## src/rtl/itxf_defs.vh

```
// itxf_defs.vh: offsets, field positions, reset values and timing counts
// of the transmit data path; assumes inclusion by bare name.
`ifndef ITXF_DEFS_VH
`define ITXF_DEFS_VH

// register byte offsets on the 32-bit bus
`define ITXF_OFF_DATA 8'h00
`define ITXF_OFF_CTRL 8'h04
`define ITXF_OFF_MODE 8'h08
`define ITXF_OFF_PERIOD 8'h0C
`define ITXF_OFF_STAT 8'h10
`define ITXF_OFF_MASK 8'h14

// control register fields
`define ITXF_CTRL_EN 14
`define ITXF_CTRL_RUN 13
`define ITXF_CTRL_LVL_HI 12
`define ITXF_CTRL_LVL_LO 8
`define ITXF_CTRL_FLAG 7
`define ITXF_CTRL_CLR 6
`define ITXF_CTRL_IEN 5
`define ITXF_CTRL_THR_HI 4
`define ITXF_CTRL_THR_LO 0

// event bits of the status and mask registers
`define ITXF_EV_DONE 0
`define ITXF_EV_OVFL 1
`define ITXF_EV_FLAG 2
`define ITXF_EV_W 3

// reset values
`define ITXF_RST_DATA 8'h00
`define ITXF_RST_THR 5'h00
`define ITXF_RST_BPB 3'h0
`define ITXF_RST_MASK 3'h0

// bit period: time in ns and derived count of 100 MHz cycles
`define ITXF_CLK_NS 10
`define ITXF_BIT_NS 10000
`define ITXF_RST_PERIOD (`ITXF_BIT_NS / `ITXF_CLK_NS)

// bus responses
`define ITXF_RESP_OKAY 2'h0
`define ITXF_RESP_SLVERR 2'h2

`endif

```

## src/rtl/note_end.v

```verilog
`timescale 1ns/1ps
// intentionally empty

```

## src/rtl/itxf_fifo.v

```verilog
// itxf_fifo.v: first-in first-out byte queue with fill level.
// assumes one clock; clear is synchronous and overrides push and pop.
`timescale 1ns/1ps

module itxf_fifo #(
    parameter WIDTH = 8,
    parameter DEPTH = 16,
    parameter AW = 4
) (
    input wire clock, // module clock
    input wire resetn, // asynchronous reset, active low
    input wire clear, // hold pointers and level at zero
    input wire in_valid, // push request
    input wire [WIDTH-1:0] in_data, // byte to push
    output wire in_ready, // room for one more entry
    output wire out_valid, // oldest entry present
    output wire [WIDTH-1:0] out_data, // oldest entry
    input wire out_ready, // pop the oldest entry
    output wire [AW:0] level // number of entries held
);

reg [WIDTH-1:0] mem [0:DEPTH-1];
reg [AW-1:0] wr_ptr_reg;
reg [AW-1:0] rd_ptr_reg;
reg [AW:0] count_reg;
wire push;
wire pop;

////////////////////////////////////////////////////////////////////////////
// handshakes
assign in_ready = (count_reg != DEPTH[AW:0]);
assign out_valid = (count_reg != {(AW+1){1'b0}});
assign out_data = mem[rd_ptr_reg];
assign level = count_reg;
assign push = in_valid & in_ready & ~clear; // full push dropped
assign pop = out_valid & out_ready & ~clear;

////////////////////////////////////////////////////////////////////////////
// storage written at the tail
always @(posedge clock) begin
    if (push) begin
        mem[wr_ptr_reg] <= in_data;
    end
end

////////////////////////////////////////////////////////////////////////////
// pointers and count
always @(posedge clock or negedge resetn) begin
    if (!resetn) begin
        wr_ptr_reg <= {AW{1'b0}};
        rd_ptr_reg <= {AW{1'b0}};
        count_reg <= {(AW+1){1'b0}};
    end else if (clear) begin
        wr_ptr_reg <= {AW{1'b0}};
        rd_ptr_reg <= {AW{1'b0}};
        count_reg <= {(AW+1){1'b0}};
    end else begin
        if (push) begin
            wr_ptr_reg <= wr_ptr_reg + {{(AW-1){1'b0}}, 1'b1};
        end
        if (pop) begin
            rd_ptr_reg <= rd_ptr_reg + {{(AW-1){1'b0}}, 1'b1};
        end
        if (push & ~pop) begin
            count_reg <= count_reg + {{AW{1'b0}}, 1'b1};
        end else if (pop & ~push) begin
            count_reg <= count_reg - {{AW{1'b0}}, 1'b1};
        end
    end
end

endmodule // itxf_fifo

```

## src/rtl/itxf_top.v

```verilog
// itxf_top.v: transmit data register, optional transmit queue and
// serialiser of a two-wire serial controller, with an AXI4-Lite slave.
// assumes one clock, a well-behaved AXI4-Lite master and an open-drain
// data pad resolved outside from sda_out and sda_oe.
`timescale 1ns/1ps
`include "itxf_defs.vh"

module itxf_top #(
    parameter DEPTH = 16,
    parameter AW = 4
) (
    input wire clock, // module clock, 100 MHz
    input wire resetn, // asynchronous reset, active low
    input wire [7:0] s_axi_awaddr, // write address
    input wire s_axi_awvalid, // write address valid
    output reg s_axi_awready, // write address ready
    input wire [31:0] s_axi_wdata, // write data
    input wire [3:0] s_axi_wstrb, // write byte lanes
    input wire s_axi_wvalid, // write data valid
    output reg s_axi_wready, // write data ready
    output reg [1:0] s_axi_bresp, // write response
    output reg s_axi_bvalid, // write response valid
    input wire s_axi_bready, // write response ready
    input wire [7:0] s_axi_araddr, // read address
    input wire s_axi_arvalid, // read address valid
    output reg s_axi_arready, // read address ready
    output reg [31:0] s_axi_rdata, // read data
    output reg [1:0] s_axi_rresp, // read response
    output reg s_axi_rvalid, // read data valid
    input wire s_axi_rready, // read data ready
    output reg sda_out, // serial data bit level
    output reg sda_oe, // high while the data pin is driven
    output reg tx_busy, // a byte is being shifted out
    output reg tx_fifo_irq, // queue interrupt request
    output reg irq // unmasked event pending
);

localparam ST_IDLE = 1'b0;
localparam ST_SHIFT = 1'b1;
localparam [31:0] RST_PERIOD_W = `ITXF_RST_PERIOD;

// width of a byte: field value zero selects eight bits
function [3:0] byte_bits;
    input [2:0] bpb;
    byte_bits = (bpb == 3'h0) ? 4'h8 : {1'b0, bpb};
endfunction

// move a right-justified byte so its first bit sits at bit 7
function [7:0] align_byte;
    input [7:0] data;
    input [2:0] bpb;
    align_byte = data << (4'h8 - byte_bits(bpb));
endfunction

reg [7:0] tx_data_reg, tx_shift_reg, aw_addr_reg;
reg hold_full_reg, fifo_mode_enable_reg, tx_fifo_run_reg, state_reg;
reg tx_fifo_irq_flag_reg, tx_fifo_irq_enable_reg, aw_held_reg, w_held_reg;
reg [4:0] tx_fifo_irq_threshold_reg;
reg [2:0] bits_per_byte_reg;
reg [15:0] bit_period_reg, div_cnt_reg;
reg [`ITXF_EV_W-1:0] status_reg, mask_reg;
reg [31:0] w_data_reg, rd_value;
reg [3:0] w_strb_reg, bits_left_reg;
reg rd_ok;
wire fifo_active, wr_fire, wr_data, wr_ctrl, rd_fire, fifo_push;
wire fifo_in_ready, fifo_out_valid, load_fifo, load_hold, bit_tick;
wire last_bit, done_event, ovfl_event, flag_cond, flag_next;
wire [AW:0] tx_fifo_level;
wire [7:0] fifo_out_data, load_aligned;
wire [`ITXF_EV_W-1:0] events, status_next;
wire [15:0] ctrl_view;

////////////////////////////////////////////////////////////////////////////
// write decode
assign fifo_active = fifo_mode_enable_reg & tx_fifo_run_reg;
assign wr_fire = aw_held_reg & w_held_reg & ~s_axi_bvalid;
assign wr_data = wr_fire & (aw_addr_reg == `ITXF_OFF_DATA) & w_strb_reg[0];
assign wr_ctrl = wr_fire & (aw_addr_reg == `ITXF_OFF_CTRL);
assign rd_fire = s_axi_arvalid & s_axi_arready;
assign fifo_push = wr_data & fifo_active;
assign ovfl_event = fifo_push & ~fifo_in_ready;

////////////////////////////////////////////////////////////////////////////
// transmit queue, cleared while the run bit is low
itxf_fifo #(
    .WIDTH(8),
    .DEPTH(DEPTH),
    .AW(AW)
) u_fifo (
    .clock(clock),
    .resetn(resetn),
    .clear(~tx_fifo_run_reg),
    .in_valid(fifo_push),
    .in_data(w_data_reg[7:0]), // held word, master may have moved on
    .in_ready(fifo_in_ready),
    .out_valid(fifo_out_valid),
    .out_data(fifo_out_data),
    .out_ready(load_fifo),
    .level(tx_fifo_level)
);
////////////////////////////////////////////////////////////////////////////
// shift register loading and bit-period divider
assign load_fifo = (state_reg == ST_IDLE) & fifo_active &
    fifo_out_valid;
assign load_hold = (state_reg == ST_IDLE) & ~fifo_mode_enable_reg &
    hold_full_reg;
assign load_aligned = align_byte(load_fifo ? fifo_out_data : tx_data_reg,
    bits_per_byte_reg);
assign bit_tick = (state_reg == ST_SHIFT) &
    ({1'b0, div_cnt_reg} + 17'h00001 >= {1'b0, bit_period_reg});
assign last_bit = (bits_left_reg == 4'h1);
assign done_event = bit_tick & last_bit;
////////////////////////////////////////////////////////////////////////////
// queue flag: a standing condition wins over a clear
assign flag_cond = fifo_active &
    ({1'b0, tx_fifo_level} <= {1'b0, tx_fifo_irq_threshold_reg});
assign flag_next = flag_cond ? 1'b1 :
    ((wr_ctrl & w_strb_reg[0] & w_data_reg[`ITXF_CTRL_CLR]) ? 1'b0 :
    tx_fifo_irq_flag_reg);
assign events = {flag_next & ~tx_fifo_irq_flag_reg, ovfl_event,
    done_event};
assign status_next = events |
    ((rd_fire & ({s_axi_araddr[7:2], 2'b00} == `ITXF_OFF_STAT)) ?
    {`ITXF_EV_W{1'b0}} : status_reg);

// control register view; reserved bit 15 and clear bit read zero
assign ctrl_view = {1'b0, fifo_mode_enable_reg, tx_fifo_run_reg,
    tx_fifo_level, tx_fifo_irq_flag_reg, 1'b0, tx_fifo_irq_enable_reg,
    tx_fifo_irq_threshold_reg};

////////////////////////////////////////////////////////////////////////////
// write channel capture and response
always @(posedge clock or negedge resetn) begin
    if (!resetn) begin
        s_axi_awready <= 1'b1;
        s_axi_wready <= 1'b1;
        s_axi_bvalid <= 1'b0;
        s_axi_bresp <= `ITXF_RESP_OKAY;
        aw_held_reg <= 1'b0;
        w_held_reg <= 1'b0;
        aw_addr_reg <= 8'h00;
        w_data_reg <= 32'h00000000;
        w_strb_reg <= 4'h0;
    end else begin
        if (s_axi_awvalid & s_axi_awready) begin
            aw_addr_reg <= {s_axi_awaddr[7:2], 2'b00};
            aw_held_reg <= 1'b1;
            s_axi_awready <= 1'b0;
        end
        if (s_axi_wvalid & s_axi_wready) begin
            w_data_reg <= s_axi_wdata;
            w_strb_reg <= s_axi_wstrb;
            w_held_reg <= 1'b1;
            s_axi_wready <= 1'b0;
        end
        if (wr_fire) begin
            aw_held_reg <= 1'b0;
            w_held_reg <= 1'b0;
            s_axi_bvalid <= 1'b1;
            s_axi_bresp <= (aw_addr_reg > `ITXF_OFF_MASK) ?
                `ITXF_RESP_SLVERR : `ITXF_RESP_OKAY;
        end
        if (s_axi_bvalid & s_axi_bready) begin
            s_axi_bvalid <= 1'b0;
            s_axi_awready <= 1'b1;
            s_axi_wready <= 1'b1;
        end
    end
end
////////////////////////////////////////////////////////////////////////////
// read data mux
always @* begin
    rd_value = 32'h00000000;
    rd_ok = 1'b1;
    case ({s_axi_araddr[7:2], 2'b00})
        `ITXF_OFF_DATA: rd_value = {24'h000000, tx_data_reg};
        `ITXF_OFF_CTRL: rd_value = {16'h0000, ctrl_view};
        `ITXF_OFF_MODE: rd_value = {29'h00000000, bits_per_byte_reg};
        `ITXF_OFF_PERIOD: rd_value = {16'h0000, bit_period_reg};
        `ITXF_OFF_STAT: rd_value = {29'h00000000, status_reg};
        `ITXF_OFF_MASK: rd_value = {29'h00000000, mask_reg};
        default: rd_ok = 1'b0;
    endcase
end

// read channel
always @(posedge clock or negedge resetn) begin
    if (!resetn) begin
        s_axi_arready <= 1'b1;
        s_axi_rvalid <= 1'b0;
        s_axi_rdata <= 32'h00000000;
        s_axi_rresp <= `ITXF_RESP_OKAY;
    end else begin
        if (rd_fire) begin
            s_axi_arready <= 1'b0;
            s_axi_rvalid <= 1'b1;
            s_axi_rdata <= rd_value;
            s_axi_rresp <= rd_ok ? `ITXF_RESP_OKAY : `ITXF_RESP_SLVERR;
        end else if (s_axi_rvalid & s_axi_rready) begin
            s_axi_rvalid <= 1'b0;
            s_axi_arready <= 1'b1;
        end
    end
end
////////////////////////////////////////////////////////////////////////////
// software registers
always @(posedge clock or negedge resetn) begin
    if (!resetn) begin
        tx_data_reg <= `ITXF_RST_DATA;
        hold_full_reg <= 1'b0;
        fifo_mode_enable_reg <= 1'b0;
        tx_fifo_run_reg <= 1'b0;
        tx_fifo_irq_enable_reg <= 1'b0;
        tx_fifo_irq_threshold_reg <= `ITXF_RST_THR;
        bits_per_byte_reg <= `ITXF_RST_BPB;
        bit_period_reg <= RST_PERIOD_W[15:0];
        mask_reg <= `ITXF_RST_MASK;
    end else begin
        if (load_hold) begin
            hold_full_reg <= 1'b0;
        end
        // data write: low lane only, upper lanes dropped
        if (wr_data) begin
            tx_data_reg <= w_data_reg[7:0];
            if (!fifo_mode_enable_reg) begin
                hold_full_reg <= 1'b1;
            end
        end
        if (wr_ctrl & w_strb_reg[1]) begin
            fifo_mode_enable_reg <= w_data_reg[`ITXF_CTRL_EN];
            tx_fifo_run_reg <= w_data_reg[`ITXF_CTRL_RUN];
        end
        if (wr_ctrl & w_strb_reg[0]) begin
            tx_fifo_irq_enable_reg <= w_data_reg[`ITXF_CTRL_IEN];
            tx_fifo_irq_threshold_reg <=
                w_data_reg[`ITXF_CTRL_THR_HI:`ITXF_CTRL_THR_LO];
        end
        if (wr_fire & (aw_addr_reg == `ITXF_OFF_MODE) & w_strb_reg[0]) begin
            bits_per_byte_reg <= w_data_reg[2:0];
        end
        if (wr_fire & (aw_addr_reg == `ITXF_OFF_PERIOD)) begin
            if (w_strb_reg[0]) begin
                bit_period_reg[7:0] <= w_data_reg[7:0];
            end
            if (w_strb_reg[1]) begin
                bit_period_reg[15:8] <= w_data_reg[15:8];
            end
        end
        if (wr_fire & (aw_addr_reg == `ITXF_OFF_MASK) & w_strb_reg[0]) begin
            mask_reg <= w_data_reg[`ITXF_EV_W-1:0];
        end
    end
end
////////////////////////////////////////////////////////////////////////////
// flags, events and interrupt outputs
always @(posedge clock or negedge resetn) begin
    if (!resetn) begin
        tx_fifo_irq_flag_reg <= 1'b0;
        status_reg <= {`ITXF_EV_W{1'b0}};
        tx_fifo_irq <= 1'b0;
        irq <= 1'b0;
    end else begin
        tx_fifo_irq_flag_reg <= flag_next;
        status_reg <= status_next;
        tx_fifo_irq <= flag_next & tx_fifo_irq_enable_reg;
        irq <= |(status_next & mask_reg);
    end
end
////////////////////////////////////////////////////////////////////////////
// serialiser: first bit is the top bit of the byte width
always @(posedge clock or negedge resetn) begin
    if (!resetn) begin
        state_reg <= ST_IDLE;
        tx_shift_reg <= 8'h00;
        bits_left_reg <= 4'h0;
        div_cnt_reg <= 16'h0000;
        sda_out <= 1'b1;
        sda_oe <= 1'b0;
        tx_busy <= 1'b0;
    end else begin
        case (state_reg)
            ST_IDLE: begin
                if (load_fifo | load_hold) begin
                    tx_shift_reg <= load_aligned;
                    sda_out <= load_aligned[7];
                    bits_left_reg <= byte_bits(bits_per_byte_reg);
                    div_cnt_reg <= 16'h0000;
                    sda_oe <= 1'b1;
                    tx_busy <= 1'b1;
                    state_reg <= ST_SHIFT;
                end
            end
            ST_SHIFT: begin
                if (bit_tick) begin
                    div_cnt_reg <= 16'h0000;
                    if (last_bit) begin
                        sda_out <= 1'b1;
                        sda_oe <= 1'b0;
                        tx_busy <= 1'b0;
                        state_reg <= ST_IDLE;
                    end else begin
                        tx_shift_reg <= {tx_shift_reg[6:0], 1'b0};
                        sda_out <= tx_shift_reg[6];
                        bits_left_reg <= bits_left_reg - 4'h1;
                    end
                end else begin
                    div_cnt_reg <= div_cnt_reg + 16'h0001;
                end
            end
            default: begin
                state_reg <= ST_IDLE;
            end
        endcase
    end
end

endmodule // itxf_top

```

## config.mk

```make
export PLATFORM = sky130hd
export DESIGN_NAME = itxf_top
export DESIGN_NICKNAME = d
export VERILOG_FILES = /design/src/rtl/note_end.v /design/src/rtl/itxf_fifo.v /design/src/rtl/itxf_top.v
export VERILOG_INCLUDE_DIRS = /design/src /design/src/rtl
export SDC_FILE = /design/constraint.sdc
export NUM_CORES = 1
export LEC_CHECK = 0
export BUFFER_PORTS_ARGS = -buffer_cell sky130_fd_sc_hd__buf_2
export CAP_MARGIN = 20
export CORE_UTILIZATION = 35
export DETAILED_ROUTE_END_ITERATION = 8
export GPL_TIMING_DRIVEN = 0
export SYNTH_ARGS = -nofsm -noshare
export SYNTH_HDL_FRONTEND = slang
export SYNTH_HIERARCHICAL = 1
export SYNTH_SLANG_ARGS = --single-unit
```

## constraint.sdc

```tcl
create_clock -name clock -period 5 [get_ports clock]
set_input_delay 0.5 -clock clock [delete_from_list [all_inputs] [get_ports clock]]
set_output_delay 0.5 -clock clock [all_outputs]
set_load 0.005 [all_outputs]
```

==> results of run 1 <==
==> worst reg2reg max path, stage by stage (launching register included) <==
cell and delay (ns):
dfrtp_1 0.42, or4_1 0.61, nor4_4 0.53, inv_2 0.07, clkbuf_1 0.26, nor2_1 0.44
inv_1 0.21, a211oi_2 0.38, nand2_1 0.24, fa_1 0.49, a21o_1 0.21, a2111o_1 0.40
a21o_1 0.19, a31oi_1 0.12
==> layout make-up <==
class	count	share of cell area [%]
multi-input combinational	612	33.00
buffer	57	2.142
timing repair buffer	69	2.697
sequential	265	50.49
inverter	43	1.119
tap	455	3.946
clock buffer	38	5.403
clock inverter	14	1.205
==> routing by layer <==
layer / vias to the layer above / GRT usage [%] / part of all wire, %
li1: 3797 / - / -
met1: 4027 / 24.32 / 48
met2: 225 / 25.16 / 45
met3: 44 / 2.079 / 4.5
met4: 0 / 4.954 / 2.4
met5: - / 0 / 0
==> logic make-up (layout without fill, tap and decap cells) <==
family | Yosys count | count (layout)
flip-flops | 265 | 265
AND/OR/NAND/NOR | 221 | 221
AO/OA/AOI/OAI | 178 | 178
multiplexers | 137 | 137
buffers and inverters | 100 | 221
adder cells (fa/ha/maj) | 35 | 35
XOR/XNOR | 23 | 23
other | 1 | 18
==> metrics by stage <==
step                      std cells  setup WS, ns
after floorplan                 977         1.024
after global placement         1494        0.2496
after detailed placement       1499        0.2077
after CTS                      1552        0.1741
after global routing           1553        0.1323
final                          1553        0.3516
==> path summary, 6_finish.rpt <==
path	from	cells after the start	slack, ns	to
max reg2reg	aw_addr_reg[4]	13	0.35	u_fifo/level[4]
max in group asynchronous	resetn	3	3.67	bit_period_reg[8]
max	aw_addr_reg[4]	13	0.35	u_fifo/level[4]
min reg2reg	s_axi_rdata[8]	2	0.48	s_axi_rdata[8]
min in group asynchronous	resetn	2	0.50	div_cnt_reg[8]
min	s_axi_arvalid	2	0.13	s_axi_arready
==> power by group through the flow <==
stage | sequential (mW) | clock [mW] | combinational, mW
2_1_floorplan | 3.06 | 0 | 1.11
3_3_place_gp | 3.31 | 0 | 1.44
3_5_place_dp | 3.33 | 0 | 1.47
4_1_cts | 3.28 | 2.18 | 1.48
5_1_grt | 3.33 | 2.25 | 1.68
6_report | 3.28 | 2.14 | 1.48
==> cells in the final DEF, fill, tap and decap left out, types with 4 or more instances in the layout <==
cell type and instances:
conb_1 18, a22o_1 17, nand2b_1 5, xnor2_1 17, mux2_1 4, edfxtp_1 128, a21oi_1 23, nand4_1 8
buf_4 24, nand3_1 15, xor2_1 6, nor2_1 44, dfrtp_1 127, ha_1 34, and2_1 4, dfstp_2 10
a31oi_1 7, bufinv_16 4, o21ai_0 57, clkinv_1 7, mux2_2 47, o21ai_1 4, a22oi_1 10, mux2i_1 57
nand2_1 96, a221oi_1 17, clkbuf_1 31, and3_1 4, nor2b_1 5, nor3_1 17, mux4_2 26, clkbuf_16 29
inv_1 39, o31ai_1 4, a21o_1 9, buf_2 72, or3_1 5
==> timing repair <==
action | in CTS | in global routing
endpoints found under the setup margin | 0 | 1
endpoints found under the hold margin | 59 | 0
resized for setup | 0 | 1
hold buffers | 1 | 0
==> metrics.md, run 1 <==
| Metric | Value |
|---|---|
| Status | finished, final reports clean |
| Largest net degree at the start of global routing | 76 |
| Post-synth EDFFs | 128 |
| CTS Sinks | 265 |
| Vias in the first global route | slightly below 8,000 |
| Post-synthesis mux area share | between 10 and 15% |
| Total Wirelength | 29,440 microns |
| Static leakage | 5.741 nW |
| Clk_skew | 0.01351 ns |
| Number of CTS-inserted buffers | 29 |
| Buf+Inv Stages, Crit Path | 3 |
| Dominant synthesized flop cell | edfxtp_1 |
| Slew headroom | between 30% and 40% |
| Vias per inst | 5.211 |
| Final core utilization | 41.46% |
| Synth cell count leaders | edfxtp_1 (128), dfrtp_1 (127), nand2_1 (96) |
| Yosys top cell by area | edfxtp_1 |
| Area share of the largest cell type after synthesis | 30.88% |
| Compound-cell area share of the yosys netlist | slightly below 10% |
| Antenna violations before repair | 0 |
| Cell row count | between 60 and 70 |
| # DRC | 0 |
| Layout cells sized above 1 | a little over a fifth |
| Initial drt markers | 488 |
| Register area | ~7300 sq um |
| CP delay by family, top | simple AND/OR/NAND/NOR gates |
| Async SR Flop Fraction | between 50% and 60% |
| Antenna viol nets, final | 0 |
| F_max | 0.2151 GHz |
| Switching share of power | between 30% and 40% |
| Setup repair bufs after CTS | 0 |
| Routed length per instance | about 19 microns |
| Largest register FFs | 128 |
| Setup repair after global routing missed its margin | false |
| Hold WS | around 0.13 ns |
| Total Power | 6.897 mW |
| Crit-path slowest cell | or4_1 |
| Mapped Cells | 960 |
| Yosys reg bits | 265 |
| Max cap viols | 0 |
| Maximum root-to-sink buffer count | 3 |
| Max stage delay on crit path | 0.61 ns |
| Ordered cell list for the critical path | or4_1 -> nor4_4 -> inv_2 -> clkbuf_1 -> nor2_1 -> inv_1 -> a211oi_2 -> nand2_1 -> fa_1 -> a21o_1 -> a2111o_1 -> a21o_1 -> a31oi_1 |
| Slew @ Worst Pin | 0.9694 ns |
| Synth Area in Adders | 3.579% |
| DP HPWL | 20,610 microns |
| Post-synthesis share of cell area spent on and, or, nand and nor gates | 8.434% |
| CP arrival | 5.11 ns |
| CP endpoint kind | flop |
| Worst-Skew Late Latency | 0.54 ns |
| IO buf count | 62 |
| Io pins | 105 |
| Final setup viols | 0 |
| CTS clock-pin slew for the worst setup and hold paths | 0.06 ns |
| Fin crit period | approximately 4.6 ns |
| Critical path fanouts, max | 10 |
| Top-count cell post-synth | edfxtp_1 |
| Root Driver | clkbuf_16 |
| PD cells | between 400 and 500 nW/um^2 |
| Setup CP Type | reg -> reg |
| Syn avg cell area | 12.97 sq um |
| Die width | 190.6 microns |
| Largest Register | u_fifo/mem |
| Htree depth | 1 |
| Nets | 1,171 |
| CTS tree | yes |
| Peak VDD IR | 0.4250 mV |
| Via Count | between 8,000 and 9,000 |
| WP data required | roughly 5.5 ns |
| Hold Vio Cnt, Final | 0 |
| Number of diodes | 0 |
| Initial core utilization | about 36% |
| Final instance area | 14,430 sq um |
| Hold Crit Class | in -> reg |
| Sw Pwr | 2.190 mW |
| Routability Congestion | 0.8610 |
| Setup crit start kind | flop |
| Crit-path most repeated cell | a21o_1 |
| Post-Syn Area | 12,450 sq um |
| First-pass GRT wire length | 45,920 microns |
| All-Layer GR Usage | between 15 and 20% |
| First-pass DRT Iterations | 5 |
| Largest family of logic cells by synthesized area | multiplexers |
| Synth unique cells | 73 |
| Dpl cell area | 13,450 sq um |
| Filler Cells Inserted | 3,247 |
| P&R area growth vs syn | 15.91% |
| Grt ovf | 0 |
| DIE HEIGHT | 190.6 microns |
| Flop pwr share | 47.6% |
| Period utilisation layout | 92.97% |
| Final Max Slew Viols | 0 |
| Cell internal pwr | 4.707 mW |
| Area taken by multi-input logic gates | 4761 sq um |
| Seq/Total Area, Yosys | between 50% and 60% |
| Core footprint | 34,800 sq um |
| Synth Area in XOR/XNOR | 1.618% |
| Synth top area cells | edfxtp_1 (31%), dfrtp_1 (26%), mux4_2 (4.7%), mux2i_1 (4.6%), mux2_2 (4.3%) |
| Syn. warnings | 6 |
| Clock power share | 31.0% |
| Fin Setup TNS | 0 ns |
| Die area | 36,320 sq um |
| Combinational cell fraction of total power | 21.5% |
Note: power is estimated with default switching activity, not from simulation.
==> inputs of run 2 (changes only) <==
==> constraint.sdc (replaced) <==
create_clock -name clock -period 4.5 [get_ports clock]
set_input_delay 0.45 -clock clock [delete_from_list [all_inputs] [get_ports clock]]
set_output_delay 0.45 -clock clock [all_outputs]
set_load 0.005 [all_outputs]
==> run 2 against run 1 <==
  * Clock-buffer cell count unchanged
  * Die area unchanged
  * Register-to-register slack worse by 0.05 ns
  * Global-route usage about the same
  * Combinational power up 11%
  * Hold slack worse by 0.050 ns
  * Non-clock buffer count up 2
  * Final cell count up 0.13%
  * Critical path depth up 1
  * Critical path type unchanged
  * Largest power group unchanged
==> metrics.md, run 2 (synthesized netlist as in run 1, its figures left out) <==
| Metric | Value |
|---|---|
| First-pass DRT Iterations | 5 |
| PD cells | 530.5 nW/um^2 |
| CTS tree | yes |
| Hold path cells | 2 |
| Die width | 190.6 microns |
| Setup repair after global routing missed its margin | false |
| Reg-to-reg slack, setup | 0.30 ns |
| First-pass GRT wire length | about 46,000 microns |
| Antenna viol nets, final | 0 |
| Nets | 1,173 |
| Max cap viols | 0 |
| Slew @ Worst Pin | between 0.9 and 1 ns |
| Total Wirelength | 29,480 microns |
| Filler Cells Inserted | 3,243 |
| Number of CTS-inserted buffers | 29 |
| Htree depth | 1 |
| Worst-Skew Late Latency | ~0.54 ns |
| Fin crit period | 4.198 ns |
| WHS Endpoint | s_axi_arready |
| RR Endpoint | u_fifo/level[4] |
| Vias in the first global route | 7,949 |
| # DRC | 0 |
| Hold_sp | s_axi_arvalid |
| Die area | around 36,000 sq um |
| P&R area growth vs syn | 16.09% |
| CP arrival | 4.66 ns |
| Most frequent cells in the layout | edfxtp_1 (128), dfrtp_1 (127), nand2_1 (96) |
| Worst reg2reg path startpoint | aw_addr_reg[4] |
| Layout cells sized above 1 | 22.09% |
| Final Max Slew Viols | 0 |
| Root Driver | clkbuf_16 |
| F_max | approximately 0.24 GHz |
| Core footprint | 34,800 sq um |
| Via Count | 8,081 |
| Area taken by multi-input logic gates | 4768 sq um |
| CP endpoint kind | flop |
| Grt ovf | 0 |
| Routed length per instance | 18.96 microns |
| Setup CP Type | reg -> reg |
| Hold WS | between 0.07 and 0.08 ns |
| Total Power | 7.666 mW |
| Setup crit start kind | flop |
| DP HPWL | 20,610 microns |
| All-Layer GR Usage | 16.48% |
| Largest Register | u_fifo/mem |
| Antenna violations before repair | 0 |
| Peak VDD IR | 0.4783 mV |
| Io pins | 105 |
| Initial core utilization | 35.77% |
| Static leakage | ~5.8 nW |
| Critical path fanouts, max | 10 |
| Final setup viols | 0 |
| Most common cell after layout, fill and taps aside | edfxtp_1 |
| Status | finished, final reports clean |
| Largest register FFs | 128 |
| Slew headroom | 35.75% |
| Largest net degree at the start of global routing | 76 |
| Initial drt markers | around 530 |
| Cell row count | 68 |
| Hold Vio Cnt, Final | 0 |
| R2R depth | 14 |
| CTS clock-pin slew for the worst setup and hold paths | 0.06 ns |
| Routability Congestion | 0.8610 |
| Register area | ~7300 sq um |
| Vias per inst | 5.197 |
| Hold Crit Class | in -> reg |
| DIE HEIGHT | 190.6 microns |
| Number of diodes | 0 |
| CTS Sinks | between 200 and 300 |
| Clk_skew | 0.01431 ns |
| Maximum root-to-sink buffer count | 3 |
| IO buf count | just over 60 |
| Period utilisation layout | 93.28% |
| Final core utilization | between 40% and 50% |
| WP data required | approximately 5 ns |
run 2: cell count changes in the layout (fill, tap and decap cells not counted), sizes merged:
| cell | change |
|---|---|
| buf | +2 |
run 2: per-stage QoR:
stage / setup TNS, ns / area (sq um) / instances / setup WS (ns)
6_report: 0 / 14450 / 1555 / 0.3023
4_1_cts: 0 / 14440 / 1554 / 0.1015
3_3_place_gp: -5.758 / 13390 / 1494 / -0.2504
2_1_floorplan: 0 / 12510 / 977 / 0.5236
5_1_grt: 0 / 14450 / 1555 / 0.05908
3_5_place_dp: -0.4112 / 13450 / 1499 / -0.2923
run 2: power breakdown:
part	internal [mW]	switching [mW]	total (mW)
Clock	1.44	0.933	2.37
Combinational	0.732	0.917	1.65
Sequential	3.06	0.585	3.64
Total	5.23	2.44	7.67
run 2: area by class of cell:
class	count	area share (%)
timing repair buffer	71	2.797
multi-input combinational	612	33.00
inverter	43	1.117
tap	455	3.940
sequential	265	50.41
clock inverter	14	1.204
clock buffer	38	5.394
buffer	57	2.139
run 2: worst max path at each step:
stage               slack [ns]  depth (start not counted)         endpoint      startpoint
floorplan                 0.52                         13  u_fifo/level[4]  aw_addr_reg[4]
global placement         -0.25                         13  u_fifo/level[4]  aw_addr_reg[4]
detailed placement       -0.29                         13  u_fifo/level[4]  aw_addr_reg[4]
CTS                       0.10                         14  u_fifo/level[4]  aw_addr_reg[4]
global route              0.06                         14  u_fifo/level[4]  aw_addr_reg[4]
finish                    0.30                         14  u_fifo/level[4]  aw_addr_reg[4]
run 2: repair_timing:
item	CTS	global route
hold endpoints to repair	59	0
hold buffers	1	0
buffers inserted	2	0
setup endpoints to repair	9	1
pin swaps	1	0
gates resized for setup	1	2
run 2: per-layer routing:
| metal | global-route usage, % | vias to the layer above | wire length (microns) |
|---|---|---|---|
| met2 | 25.20 | 204 | 13350 |
| met3 | 1.987 | 42 | 1367 |
| met5 | 0 | - | 0 |
| met1 | 24.39 | 4039 | 14090 |
| li1 | - | 3796 | - |
| met4 | 4.954 | 0 | 683 |
run 2: critical path, cell delays in order (launching register included):
cell	delay (ns)
dfrtp_1	0.42
or4_1	0.61
nor4_4	0.22
buf_4	0.18
inv_2	0.04
clkbuf_1	0.26
nor2_4	0.25
inv_1	0.14
a211oi_2	0.36
nand2_1	0.24
fa_1	0.49
a21o_1	0.21
a2111o_1	0.40
a21o_1	0.19
a31oi_1	0.12
